**src/rtl/aate_map.svh**
```systemverilog
// Register offsets, field positions and reset values of the acquisition timing engine
`ifndef AATE_MAP_SVH
`define AATE_MAP_SVH

`define AATE_OFS_CTRL      8'h00
`define AATE_OFS_TRIG      8'h04
`define AATE_OFS_CONV      8'h08
`define AATE_OFS_ROUTE     8'h0c
`define AATE_OFS_BUFSZ     8'h10
`define AATE_OFS_PRETRIG   8'h14
`define AATE_OFS_STATUS    8'h18
`define AATE_OFS_SCOUNT    8'h1c

// CTRL fields
`define AATE_CTRL_SW_START 0
`define AATE_CTRL_SW_STOP  1
`define AATE_CTRL_CONT     2
`define AATE_CTRL_REF_EN   3
`define AATE_CTRL_HW_TRIG  4

// TRIG fields
`define AATE_TRIG_START_IDX 0
`define AATE_TRIG_START_FALL 4
`define AATE_TRIG_REF_IDX   8
`define AATE_TRIG_REF_FALL  12
`define AATE_TRIG_PAUSE_IDX 16
`define AATE_TRIG_PAUSE_LOW 20
`define AATE_TRIG_PAUSE_EN  21
`define AATE_TRIG_SAMP_IDX  24
`define AATE_TRIG_SAMP_EXT  28
`define AATE_TRIG_SAMP_FALL 29

// CONV fields
`define AATE_CONV_EXT_IDX  0
`define AATE_CONV_SRC      4
`define AATE_CONV_FALL     6
`define AATE_CONV_TB_FAST  7
`define AATE_CONV_CHANS    8
`define AATE_CONV_SHARED   12
`define AATE_CONV_HOLD_POL 13
`define AATE_CONV_DIVISOR  16
`define AATE_CONV_DELAY    24

// Reset values
`define AATE_RST_TRIG      32'h0000_0000
`define AATE_RST_CONV      32'h0320_2100
`define AATE_RST_ROUTE     24'h00_0000
`define AATE_RST_BUFSZ     16'h0000
`define AATE_RST_PRETRIG   16'h0000

`endif

```
**src/rtl/aate_pkg.sv**
```systemverilog
// Types of the acquisition timing engine
package aate_pkg;

  typedef enum logic [2:0] {
    AATE_IDLE  = 3'b000,
    AATE_ARMED = 3'b001,
    AATE_PRE   = 3'b010,
    AATE_WATCH = 3'b011,
    AATE_POST  = 3'b100
  } aate_state_t;

  typedef enum logic [1:0] {
    AATE_CSRC_DIV = 2'b00,
    AATE_CSRC_CTR = 2'b01,
    AATE_CSRC_EXT = 2'b10
  } aate_csrc_t;

  typedef enum logic [1:0] {
    AATE_RT_NONE  = 2'b00,
    AATE_RT_CONV  = 2'b01,
    AATE_RT_HOLD  = 2'b10,
    AATE_RT_START = 2'b11
  } aate_route_t;

endpackage

```
**src/rtl/aate_top.sv**
```systemverilog
// Acquisition timing engine: triggers, sample gating, conversion strobes and routing
//
// Design decisions made here: strobed register access and the placing of the registers.
`timescale 1ns/100ps
`default_nettype none
`include "aate_map.svh"

// Function
// [RULE1] Each conversion strobe starts one conversion; a sample holds one or more.
// [RULE2] Conversion strobe acts on rising or falling edge as configured.
// [RULE3] Internal strobe comes from divided timebase or counter output.
// [RULE4] Divider started by sample pulse, fires at zero, reloads, reloads again after sample.
// [RULE5] External strobe from input pins 0..5, sync lines 0..7 or star line.
// [RULE6] Strobe routable active low to output pins 6..9 or sync lines.
// [RULE7] Pins 6..9 are outputs only, pins 0..5 inputs only.
// [RULE8] Delay from sample pulse to first internal strobe, default three ticks.
// [RULE9] Sample pulses and strobes ignored until a valid start trigger.
// [RULE10] After an accepted sample, further sample pulses ignored until strobes done.
// [RULE11] Strobes ignored outside an accepted sample.
// [RULE12] Shared external signal: every tick makes one conversion.
// [RULE13] Conversion timebase is sample timebase or fast timebase, never routed out.
// [RULE14] Hold-done pulse after each conversion, selectable polarity, routable.
// [RULE15] Start on start trigger, or software start when no trigger configured.
// [RULE16] Stop at sample count or after reference trigger finite, software stop continuous.
// [RULE17] Start trigger source selectable, rising or falling edge.
// [RULE18] Routed start trigger is an active-high pulse.
// [RULE19] Posttrigger count is buffer size minus pretrigger count.
// [RULE20] Reference trigger ignored until pretrigger samples captured.
// [RULE21] Full buffer discards oldest while waiting; store until posttrigger count reached.
// [RULE22] Reference trigger edge configurable rising or falling.
// [RULE23] Internal sample clock pauses while pause trigger at active level.
// [RULE24] Conversions per sample equal the number of channels.
// [RULE25] Sample counter loaded and decremented per sample, done at zero.
// [RULE26] Pause trigger is level sensitive only.
// [RULE27] Trigger and strobe inputs synchronised and edge detected before use.
module aate_top
  import aate_pkg::*;
(
  input  wire logic        clk_i,
  input  wire logic        nrst_i,
  input  wire logic [7:0]  addr_i,
  input  wire logic [31:0] wdata_i,
  input  wire logic        wr_i,
  input  wire logic        rd_i,
  output logic      [31:0] rdata_o,
  input  wire logic [5:0]  func_pin_i,
  input  wire logic [7:0]  sync_bus_line_i,
  input  wire logic        star_trig_line_i,
  input  wire logic        ctr_out_i,
  input  wire logic        sample_timebase_i,
  input  wire logic        fast_timebase_tick_i,
  input  wire logic        sample_pulse_int_i,
  output logic      [3:0]  func_pin_o,
  output logic      [7:0]  sync_bus_line_o,
  output logic      [7:0]  sync_bus_line_oe_o,
  output logic             conv_strobe_o,
  output logic             hold_done_pulse_o,
  output logic             acq_start_trig_o,
  output logic             sample_store_o,
  output logic             sample_discard_o,
  output logic             acq_active_o,
  output logic             acq_done_o
);

  function automatic logic pick(input logic [15:0] v, input logic [3:0] i);
    pick = v[i];
  endfunction

  function automatic logic route_val(input logic [1:0] sel, input logic conv_n,
                                     input logic hold, input logic start);
    case (sel)
      AATE_RT_NONE:  route_val = 1'b0;
      AATE_RT_CONV:  route_val = conv_n;
      AATE_RT_HOLD:  route_val = hold;
      AATE_RT_START: route_val = start;
      default:       route_val = 1'b0;
    endcase
  endfunction

  ////////////////////////////////////////////////////////////////////////////
  // Reset release

  logic rst_ff1;
  logic rst_n;

  always_ff @(posedge clk_i or negedge nrst_i) begin
    if (!nrst_i) begin
      rst_ff1 <= 1'b0;
      rst_n   <= 1'b0;
    end else begin
      rst_ff1 <= 1'b1;
      rst_n   <= rst_ff1;
    end
  end

  ////////////////////////////////////////////////////////////////////////////
  // Registers

  logic [2:0]  ctrl_mode;
  logic [31:0] trig_cfg;
  logic [31:0] conv_cfg;
  logic [23:0] route_cfg;
  logic [15:0] buf_size;
  logic [15:0] pre_cnt;

  wire ctrl_wr  = wr_i && (addr_i == `AATE_OFS_CTRL);
  wire trig_wr  = wr_i && (addr_i == `AATE_OFS_TRIG);
  wire conv_wr  = wr_i && (addr_i == `AATE_OFS_CONV);
  wire route_wr = wr_i && (addr_i == `AATE_OFS_ROUTE);
  wire bufsz_wr = wr_i && (addr_i == `AATE_OFS_BUFSZ);
  wire pre_wr   = wr_i && (addr_i == `AATE_OFS_PRETRIG);
  wire sw_start = ctrl_wr & wdata_i[`AATE_CTRL_SW_START];
  wire sw_stop  = ctrl_wr & wdata_i[`AATE_CTRL_SW_STOP];

  always_ff @(posedge clk_i or negedge rst_n) begin
    if (!rst_n) begin
      ctrl_mode <= 3'h0;
      trig_cfg  <= `AATE_RST_TRIG;
      conv_cfg  <= `AATE_RST_CONV;
      route_cfg <= `AATE_RST_ROUTE;
      buf_size  <= `AATE_RST_BUFSZ;
      pre_cnt   <= `AATE_RST_PRETRIG;
    end else begin
      if (ctrl_wr)  ctrl_mode <= wdata_i[`AATE_CTRL_CONT +: 3];
      if (trig_wr)  trig_cfg  <= wdata_i;
      if (conv_wr)  conv_cfg  <= wdata_i;
      if (route_wr) route_cfg <= wdata_i[23:0];
      if (bufsz_wr) buf_size  <= wdata_i[15:0];
      if (pre_wr)   pre_cnt   <= wdata_i[15:0];
    end
  end

  // A CTRL write that also starts uses the mode bits it carries
  wire [2:0]  mode_now   = ctrl_wr ? wdata_i[`AATE_CTRL_CONT +: 3] : ctrl_mode;
  wire        cont_mode  = mode_now[0];
  wire        ref_mode   = mode_now[1] & ~cont_mode;
  wire        hw_trig    = mode_now[2];
  wire [3:0]  start_idx  = trig_cfg[`AATE_TRIG_START_IDX +: 4];
  wire        start_fall = trig_cfg[`AATE_TRIG_START_FALL];
  wire [3:0]  ref_idx    = trig_cfg[`AATE_TRIG_REF_IDX +: 4];
  wire        ref_fall   = trig_cfg[`AATE_TRIG_REF_FALL];
  wire [3:0]  pause_idx  = trig_cfg[`AATE_TRIG_PAUSE_IDX +: 4];
  wire        pause_low  = trig_cfg[`AATE_TRIG_PAUSE_LOW];
  wire        pause_en   = trig_cfg[`AATE_TRIG_PAUSE_EN];
  wire [3:0]  samp_idx   = trig_cfg[`AATE_TRIG_SAMP_IDX +: 4];
  wire        samp_ext   = trig_cfg[`AATE_TRIG_SAMP_EXT];
  wire        samp_fall  = trig_cfg[`AATE_TRIG_SAMP_FALL];
  wire [3:0]  conv_idx   = conv_cfg[`AATE_CONV_EXT_IDX +: 4];
  wire [1:0]  conv_src   = conv_cfg[`AATE_CONV_SRC +: 2];
  wire        conv_fall  = conv_cfg[`AATE_CONV_FALL];
  wire        tb_fast    = conv_cfg[`AATE_CONV_TB_FAST];
  wire [3:0]  chans_raw  = conv_cfg[`AATE_CONV_CHANS +: 4];
  wire        shared     = conv_cfg[`AATE_CONV_SHARED];
  wire        hold_pol   = conv_cfg[`AATE_CONV_HOLD_POL];
  wire [7:0]  divisor    = conv_cfg[`AATE_CONV_DIVISOR +: 8];
  wire [7:0]  delay      = conv_cfg[`AATE_CONV_DELAY +: 8];
  wire [3:0]  chans      = (chans_raw == 4'h0) ? 4'h1 : chans_raw; // RULE24

  ////////////////////////////////////////////////////////////////////////////
  // Input selection and edge detection

  // Index 0..5 input pins, 6..13 sync lines, 14 star line, 15 counter output
  wire [15:0] src_vec = {ctr_out_i, star_trig_line_i, sync_bus_line_i, func_pin_i}; // RULE7

  logic start_rise;
  logic ref_rise;
  logic pause_lvl;
  logic samp_rise;
  logic conv_rise;
  logic ctr_rise;
  logic stb_rise;

  aate_edge u_start (.clk_i(clk_i), .rst_n_i(rst_n), .raw_i(pick(src_vec, start_idx)),
                     .inv_i(start_fall), .level_o(), .edge_o(start_rise)); // RULE17 RULE27
  aate_edge u_ref (.clk_i(clk_i), .rst_n_i(rst_n), .raw_i(pick(src_vec, ref_idx)),
                   .inv_i(ref_fall), .level_o(), .edge_o(ref_rise)); // RULE22 RULE27
  aate_edge u_pause (.clk_i(clk_i), .rst_n_i(rst_n), .raw_i(pick(src_vec, pause_idx)),
                     .inv_i(pause_low), .level_o(pause_lvl), .edge_o()); // RULE26
  aate_edge u_samp (.clk_i(clk_i), .rst_n_i(rst_n), .raw_i(pick(src_vec, samp_idx)),
                    .inv_i(samp_fall), .level_o(), .edge_o(samp_rise)); // RULE27
  aate_edge u_conv (.clk_i(clk_i), .rst_n_i(rst_n), .raw_i(pick(src_vec, conv_idx)),
                    .inv_i(conv_fall), .level_o(), .edge_o(conv_rise)); // RULE2 RULE5
  aate_edge u_ctr (.clk_i(clk_i), .rst_n_i(rst_n), .raw_i(ctr_out_i),
                   .inv_i(conv_fall), .level_o(), .edge_o(ctr_rise)); // RULE2 RULE3
  aate_edge u_stb (.clk_i(clk_i), .rst_n_i(rst_n), .raw_i(sample_timebase_i),
                   .inv_i(1'b0), .level_o(), .edge_o(stb_rise));

  // Conversion timebase stays internal: it feeds only the divider
  wire tb_tick = tb_fast ? fast_timebase_tick_i : stb_rise; // RULE13

  ////////////////////////////////////////////////////////////////////////////
  // Acquisition sequencer

  aate_state_t state;
  aate_state_t next_state;
  logic [15:0] samp_cnt;
  logic [15:0] next_samp_cnt;
  logic [15:0] fill_cnt;
  logic [3:0]  conv_left;
  logic [7:0]  div_cnt;

  wire running   = (state == AATE_PRE) || (state == AATE_WATCH) || (state == AATE_POST);
  wire samp_busy = (conv_left != 4'h0);
  wire paused    = pause_en & pause_lvl & ~samp_ext & ~shared; // RULE23
  wire start_go  = ((state == AATE_ARMED) && start_rise) ||
                   ((state == AATE_IDLE) && sw_start && !hw_trig); // RULE15
  wire cnt_free  = (state == AATE_WATCH) || ((state == AATE_POST) && cont_mode);
  wire cnt_ok    = cnt_free || (samp_cnt != 16'h0000);
  wire samp_src  = shared ? conv_rise :
                   (samp_ext ? samp_rise : (sample_pulse_int_i & ~paused));
  wire samp_accept = running && cnt_ok && !samp_busy && samp_src && !sw_stop; // RULE9 RULE10
  wire [15:0] post_cnt = buf_size - pre_cnt; // RULE19
  wire buf_full  = (fill_cnt == buf_size);

  always_comb begin
    next_state    = state;
    next_samp_cnt = samp_cnt;
    if (samp_accept && !cnt_free) begin
      next_samp_cnt = samp_cnt - 16'h0001; // RULE25
    end
    case (state)
      AATE_IDLE: begin
        if (sw_start && hw_trig) begin
          next_state = AATE_ARMED;
        end
      end
      AATE_ARMED: begin
        next_state = AATE_ARMED;
      end
      AATE_PRE: begin
        if (samp_cnt == 16'h0000) begin
          next_state = AATE_WATCH; // RULE20
        end
      end
      AATE_WATCH: begin
        if (ref_rise) begin
          next_state    = AATE_POST; // RULE20
          next_samp_cnt = post_cnt; // RULE21
        end
      end
      AATE_POST: begin
        if (!cont_mode && (samp_cnt == 16'h0000) && !samp_busy) begin
          next_state = AATE_IDLE; // RULE16
        end
      end
      default: begin
        next_state = AATE_IDLE;
      end
    endcase
    if (start_go) begin
      next_state    = ref_mode ? AATE_PRE : AATE_POST;
      next_samp_cnt = ref_mode ? pre_cnt : buf_size; // RULE25
    end
    if (sw_stop) begin
      next_state = AATE_IDLE; // RULE16
    end
  end

  always_ff @(posedge clk_i or negedge rst_n) begin
    if (!rst_n) begin
      state    <= AATE_IDLE;
      samp_cnt <= 16'h0000;
    end else begin
      state    <= next_state;
      samp_cnt <= next_samp_cnt;
    end
  end

  // Ring fill level while waiting for the reference trigger
  always_ff @(posedge clk_i or negedge rst_n) begin
    if (!rst_n) begin
      fill_cnt <= 16'h0000;
    end else if (start_go) begin
      fill_cnt <= 16'h0000;
    end else if (samp_accept && !buf_full) begin
      fill_cnt <= fill_cnt + 16'h0001;
    end
  end

  wire discard = samp_accept && buf_full && ref_mode &&
                 ((state == AATE_PRE) || (state == AATE_WATCH)); // RULE21

  ////////////////////////////////////////////////////////////////////////////
  // Conversion engine

  wire div_fire  = samp_busy && (conv_src == AATE_CSRC_DIV) && tb_tick &&
                   (div_cnt <= 8'h01); // RULE4 RULE8
  wire pin_fire  = samp_busy && (((conv_src == AATE_CSRC_CTR) && ctr_rise) ||
                   ((conv_src == AATE_CSRC_EXT) && conv_rise)); // RULE3 RULE5 RULE11
  wire conv_fire = shared ? (samp_accept || (samp_busy && conv_rise)) :
                   (div_fire || pin_fire); // RULE1 RULE12
  wire [3:0] next_conv_left = sw_stop ? 4'h0 :
                              samp_accept ? (shared ? chans - 4'h1 : chans) :
                              (conv_fire ? conv_left - 4'h1 : conv_left); // RULE10 RULE24
  wire samp_done = conv_fire && (next_conv_left == 4'h0);

  always_ff @(posedge clk_i or negedge rst_n) begin
    if (!rst_n) begin
      conv_left <= 4'h0;
    end else begin
      conv_left <= next_conv_left;
    end
  end

  // Divider: delay before the first strobe, divisor between strobes
  always_ff @(posedge clk_i or negedge rst_n) begin
    if (!rst_n) begin
      div_cnt <= 8'(`AATE_RST_CONV >> `AATE_CONV_DELAY);
    end else if (samp_accept || samp_done || !samp_busy) begin
      div_cnt <= delay; // RULE4 RULE8
    end else if (div_fire) begin
      div_cnt <= divisor; // RULE4
    end else if (tb_tick && (conv_src == AATE_CSRC_DIV)) begin
      div_cnt <= div_cnt - 8'h01;
    end
  end

  ////////////////////////////////////////////////////////////////////////////
  // Outputs and routing

  wire next_hold = hold_pol ? conv_strobe_o : ~conv_strobe_o; // RULE14
  logic [3:0] next_func;
  logic [7:0] next_sync;
  logic [7:0] next_oe;

  always_comb begin
    next_func = 4'h0;
    next_sync = 8'h00;
    next_oe   = 8'h00;
    for (int i = 0; i < 4; i++) begin
      next_func[i] = route_val(route_cfg[2*i +: 2], ~conv_fire, next_hold, start_go); // RULE6
    end
    for (int j = 0; j < 8; j++) begin
      next_sync[j] = route_val(route_cfg[8+2*j +: 2], ~conv_fire, next_hold, start_go); // RULE6
      next_oe[j]   = (route_cfg[8+2*j +: 2] != AATE_RT_NONE);
    end
  end

  always_ff @(posedge clk_i or negedge rst_n) begin
    if (!rst_n) begin
      func_pin_o         <= 4'h0;
      sync_bus_line_o    <= 8'h00;
      sync_bus_line_oe_o <= 8'h00;
      conv_strobe_o      <= 1'b0;
      hold_done_pulse_o  <= 1'b0;
      acq_start_trig_o   <= 1'b0;
      sample_store_o     <= 1'b0;
      sample_discard_o   <= 1'b0;
      acq_active_o       <= 1'b0;
      acq_done_o         <= 1'b0;
    end else begin
      func_pin_o         <= next_func; // RULE7
      sync_bus_line_o    <= next_sync;
      sync_bus_line_oe_o <= next_oe;
      conv_strobe_o      <= conv_fire; // RULE1
      hold_done_pulse_o  <= next_hold; // RULE14
      acq_start_trig_o   <= start_go; // RULE18
      sample_store_o     <= samp_done;
      sample_discard_o   <= discard; // RULE21
      acq_active_o       <= (next_state != AATE_IDLE) && (next_state != AATE_ARMED);
      acq_done_o         <= running && (next_state == AATE_IDLE);
    end
  end

  ////////////////////////////////////////////////////////////////////////////
  // Read data

  wire [31:0] status_word = {24'h0, 2'b00, buf_full, pause_lvl, samp_busy, state};
  logic [31:0] next_rdata;

  always_comb begin
    next_rdata = 32'h0000_0000;
    if (rd_i) begin
      case (addr_i)
        `AATE_OFS_CTRL:    next_rdata = {27'h0, ctrl_mode, 2'b00};
        `AATE_OFS_TRIG:    next_rdata = trig_cfg;
        `AATE_OFS_CONV:    next_rdata = conv_cfg;
        `AATE_OFS_ROUTE:   next_rdata = {8'h00, route_cfg};
        `AATE_OFS_BUFSZ:   next_rdata = {16'h0000, buf_size};
        `AATE_OFS_PRETRIG: next_rdata = {16'h0000, pre_cnt};
        `AATE_OFS_STATUS:  next_rdata = status_word;
        `AATE_OFS_SCOUNT:  next_rdata = {16'h0000, samp_cnt};
        default:           next_rdata = 32'h0000_0000;
      endcase
    end
  end

  always_ff @(posedge clk_i or negedge rst_n) begin
    if (!rst_n) begin
      rdata_o <= 32'h0000_0000;
    end else begin
      rdata_o <= next_rdata;
    end
  end

endmodule

`default_nettype wire

```
**src/rtl/aate_edge.sv**
```systemverilog
// Two-flop synchroniser with polarity select and active-edge detector
`timescale 1ns/100ps
`default_nettype none

module aate_edge (
  input  wire logic clk_i,
  input  wire logic rst_n_i,
  input  wire logic raw_i,
  input  wire logic inv_i,
  output logic      level_o,
  output logic      edge_o
);

  logic       s1;
  logic       s2;
  logic       prev;
  logic [2:0] fill;

  always_ff @(posedge clk_i or negedge rst_n_i) begin
    if (!rst_n_i) begin
      s1   <= 1'b0;
      s2   <= 1'b0;
      prev <= 1'b0;
      fill <= 3'h0;
    end else begin
      s1   <= raw_i;
      s2   <= s1;
      prev <= s2;
      fill <= {fill[1:0], 1'b1};
    end
  end

  // No edge until prev holds a real pin level, so an idle-high pin gives no edge after reset;
  // prev keeps the raw level so a polarity change gives no false edge
  assign level_o = s2 ^ inv_i;
  assign edge_o  = fill[2] & level_o & ~(prev ^ inv_i);

endmodule

`default_nettype wire

```
**config.mk**
```make
export PLATFORM = sky130hd
export DESIGN_NAME = aate_top
export DESIGN_NICKNAME = d
export VERILOG_FILES = /design/src/rtl/aate_pkg.sv /design/src/rtl/aate_top.sv /design/src/rtl/aate_edge.sv
export VERILOG_INCLUDE_DIRS = /design/src /design/src/rtl
export SDC_FILE = /design/constraint.sdc
export NUM_CORES = 1
export LEC_CHECK = 0
export BUFFER_PORTS_ARGS = -buffer_cell sky130_fd_sc_hd__buf_2
export CORE_MARGIN = 2
export CORE_UTILIZATION = 35
export CTS_CLUSTER_DIAMETER = 30
export DETAILED_ROUTE_END_ITERATION = 6
export PLACE_DENSITY_LB_ADDON = 0.2
export SLEW_MARGIN = 20
export SYNTH_ARGS = -nofsm -noshare
export SYNTH_HDL_FRONTEND = slang
export SYNTH_HIERARCHICAL = 1
export SYNTH_SLANG_ARGS = --single-unit
```
**constraint.sdc**
```tcl
create_clock -name clk_i -period 10.2 [get_ports clk_i]
set_clock_uncertainty 0.05 [all_clocks]
set_input_delay 1.02 -clock clk_i [delete_from_list [all_inputs] [get_ports clk_i]]
set_output_delay 1.02 -clock clk_i [all_outputs]
set_load 0.05 [all_outputs]
```
==> impl_metrics.tcl <==
set metrics [dict create \
    cp_max_fo 37 \
    drive_above_1_share_pct 31.2 \
    grt_use_met3_pct 3.92 \
    gp_congestion 0.917 \
    ctsHoldBuffers 0 \
    hold-worst-slack_ns 0.188 \
    grt_max_degree 77 \
    cts_made_buffers 54 \
    intPower_mw 2.60 \
    maxSlewHeadroom_pct 29.6 \
    finalWorstSetupSlack_ns 5.98 \
    crit_arrival_ns 4.60 \
    cpPeakStageDelay_ns 0.59 \
    cts.sinks 269 \
    p_switching_mw 1.09 \
    grt_pass1_vias 10253 \
    layout_commonest_cell "dfrtp_1" \
    antenna_left 0 \
    required_ns 10.58 \
    regToRegStartpoint "conv_left[0]$_DFF_PN0_" \
    end_kind "register" \
    crit_path_start_kind "input pin" \
    initial_core_util_pct 35.4 \
    finalCritPeriodShare_pct 41.4 \
    cp.depth 11 \
    hold_viol 0 \
    worstMarginPinSlew_ns 1.05 \
    syn_to_final_growth_pct 23.8 \
    slowest_stage "inv_2" \
    dp_slack_ns 5.36 \
    p_leak_nw 7.56 \
    viasPerCell 5.51 \
    final_util_pct 43.8 \
    dieArea_sq_um 39500 \
    yosysWarnings 6 \
    power.total_mw 3.69 \
    worst-path-buf-inv 3 \
    syn_area_sq_um 13300 \
    synthCells 1168 \
    clk_latency_ns 0.58 \
    crit_start "addr_i[3]" \
    cts_resized 0 \
    clock_power_share_pct 49.8 \
    grt_overflow 0 \
    cts-htree-levels 2 \
    reg2reg_depth 10 \
    met2_usage_pct 32.2 \
    max_cap_violations 0 \
    slew_violations 0 \
    syn_avg_cell_area_sq_um 11.4 \
    crit_chain "buf_2, nor4_2, nand3_1, or4_1, o32a_1, buf_4, inv_2, a21oi_1, nor4bb_1, xnor2_1, nor2_1" \
    rsz0062_at_grt "no" \
    cts_tree "built" \
    hold_class "input pin to async pin" \
    dr.pass1.iters 5 \
    finalSetupViolCount 0 \
    num_vias 10306 \
    peakVddDrop_mv 0.127 \
    clockRootBuffer "clkbuf_16" \
    worstSetupPathType "input pin to register" \
    rrSetupSlack_ns 6.48 \
    max_freq_mhz 237 \
    switching_share_pct 29.5 \
    seq_power_share_pct 34.6 \
    cts_buffer_depth 3 \
    die_w_microns 199 \
    core_area_sq_um 37500 \
    power_frac_comb_pct 15.6 \
    top_level_ports 122 \
    wl_per_cell_microns 22.1 \
    r2r_end "div_cnt[7]$_DFFE_PN0P_" \
    clkSlewWorstSetupHoldPaths_ns 0.05 \
    nNetsFinal 1400 \
    die_h_microns 199 \
    cp_top_family "simple AND/OR/NAND/NOR gates" \
    most-common-layout-cells "dfrtp_1, buf_2, mux2_2" \
    drc 0 \
    antenna_found_initial 1 \
    rows 71 \
    powerDensity_nw_per_um2 225 \
    busiest_layer "met2" \
    grt_use_met1_pct 31.0 \
    wl_microns 41300 \
    gr-usage-all-layers_pct 21.3 \
    postCtsSetupRepairBufs 0 \
    port_buffers 121 \
    drt-initial-drc-count 807 \
    grt_pass1_wl_microns 63000 \
    setup_tns_ns 0 \
    dp_hpwl_microns 29100 \
    cp-endpoint "fill_cnt[7]$_DFFE_PN0P_" \
    period_minus_slack_ns 4.22 \
    outcome "finished clean" \
]
-- per-stage QoR --
step	instance area, sq um	std cells
after CTS	16400	1870
after detailed placement	14500	1769
final	16400	1871
after global routing	16400	1870
after global placement	14500	1769
after floorplan	13300	1169
-- per-layer routing --
layer / vias to the layer above / part of all wire (%)
li1: 4632 / -
met1: 5233 / 46
met2: 365 / 45
met3: 74 / 6.7
met4: 2 / 2.0
met5: - / 0.034
-- worst min-delay path by stage --
stage	startpoint	to	slack [ns]	cells after the start
floorplan	rst_ff1$_DFF_PN0_	rst_n$_DFF_PN0_	0.28	0
finish	nrst_i	rst_ff1$_DFF_PN0_	0.19	1
CTS	nrst_i	rst_n$_DFF_PN0_	0.16	1
global placement	u_ctr/fill[0]$_DFF_PN0_	u_ctr/fill[1]$_DFF_PN0_	0.28	0
detailed placement	u_stb/s1$_DFF_PN0_	u_stb/s2$_DFF_PN0_	0.28	0
global route	nrst_i	rst_n$_DFF_PN0_	0.17	1
-- layout make-up --
cell class | count | area (sq um)
inverter | 36 | 135
clock buffer | 58 | 1390
sequential | 269 | 6740
timing repair buffer | 140 | 748
tap | 511 | 639
clock inverter | 43 | 541
antenna | 1 | 2.50
fill | 3581 | 21100
multi-input combinational | 813 | 6220
-- power by group through the flow --
stage	logic [mW]	registers, mW	clock network [mW]
floorplan	0.389	1.30	0
global placement	0.564	1.29	0
detailed placement	0.571	1.29	0
CTS	0.577	1.28	1.87
global route	0.640	1.29	1.92
finish	0.577	1.28	1.84
-- registers in the layout (all words and copies together) (netlist names), 4 cells and up --
signal and cells:
div_cnt 8, sync_bus_line_oe_o 8, route_cfg 24, buf_size 16, rdata_o 32, sync_bus_line_o 8
conv_left 4, trig_cfg 32, pre_cnt 16, conv_cfg 32, fill_cnt 16, samp_cnt 16
func_pin_o 4
(Power assumes the default switching activity.)
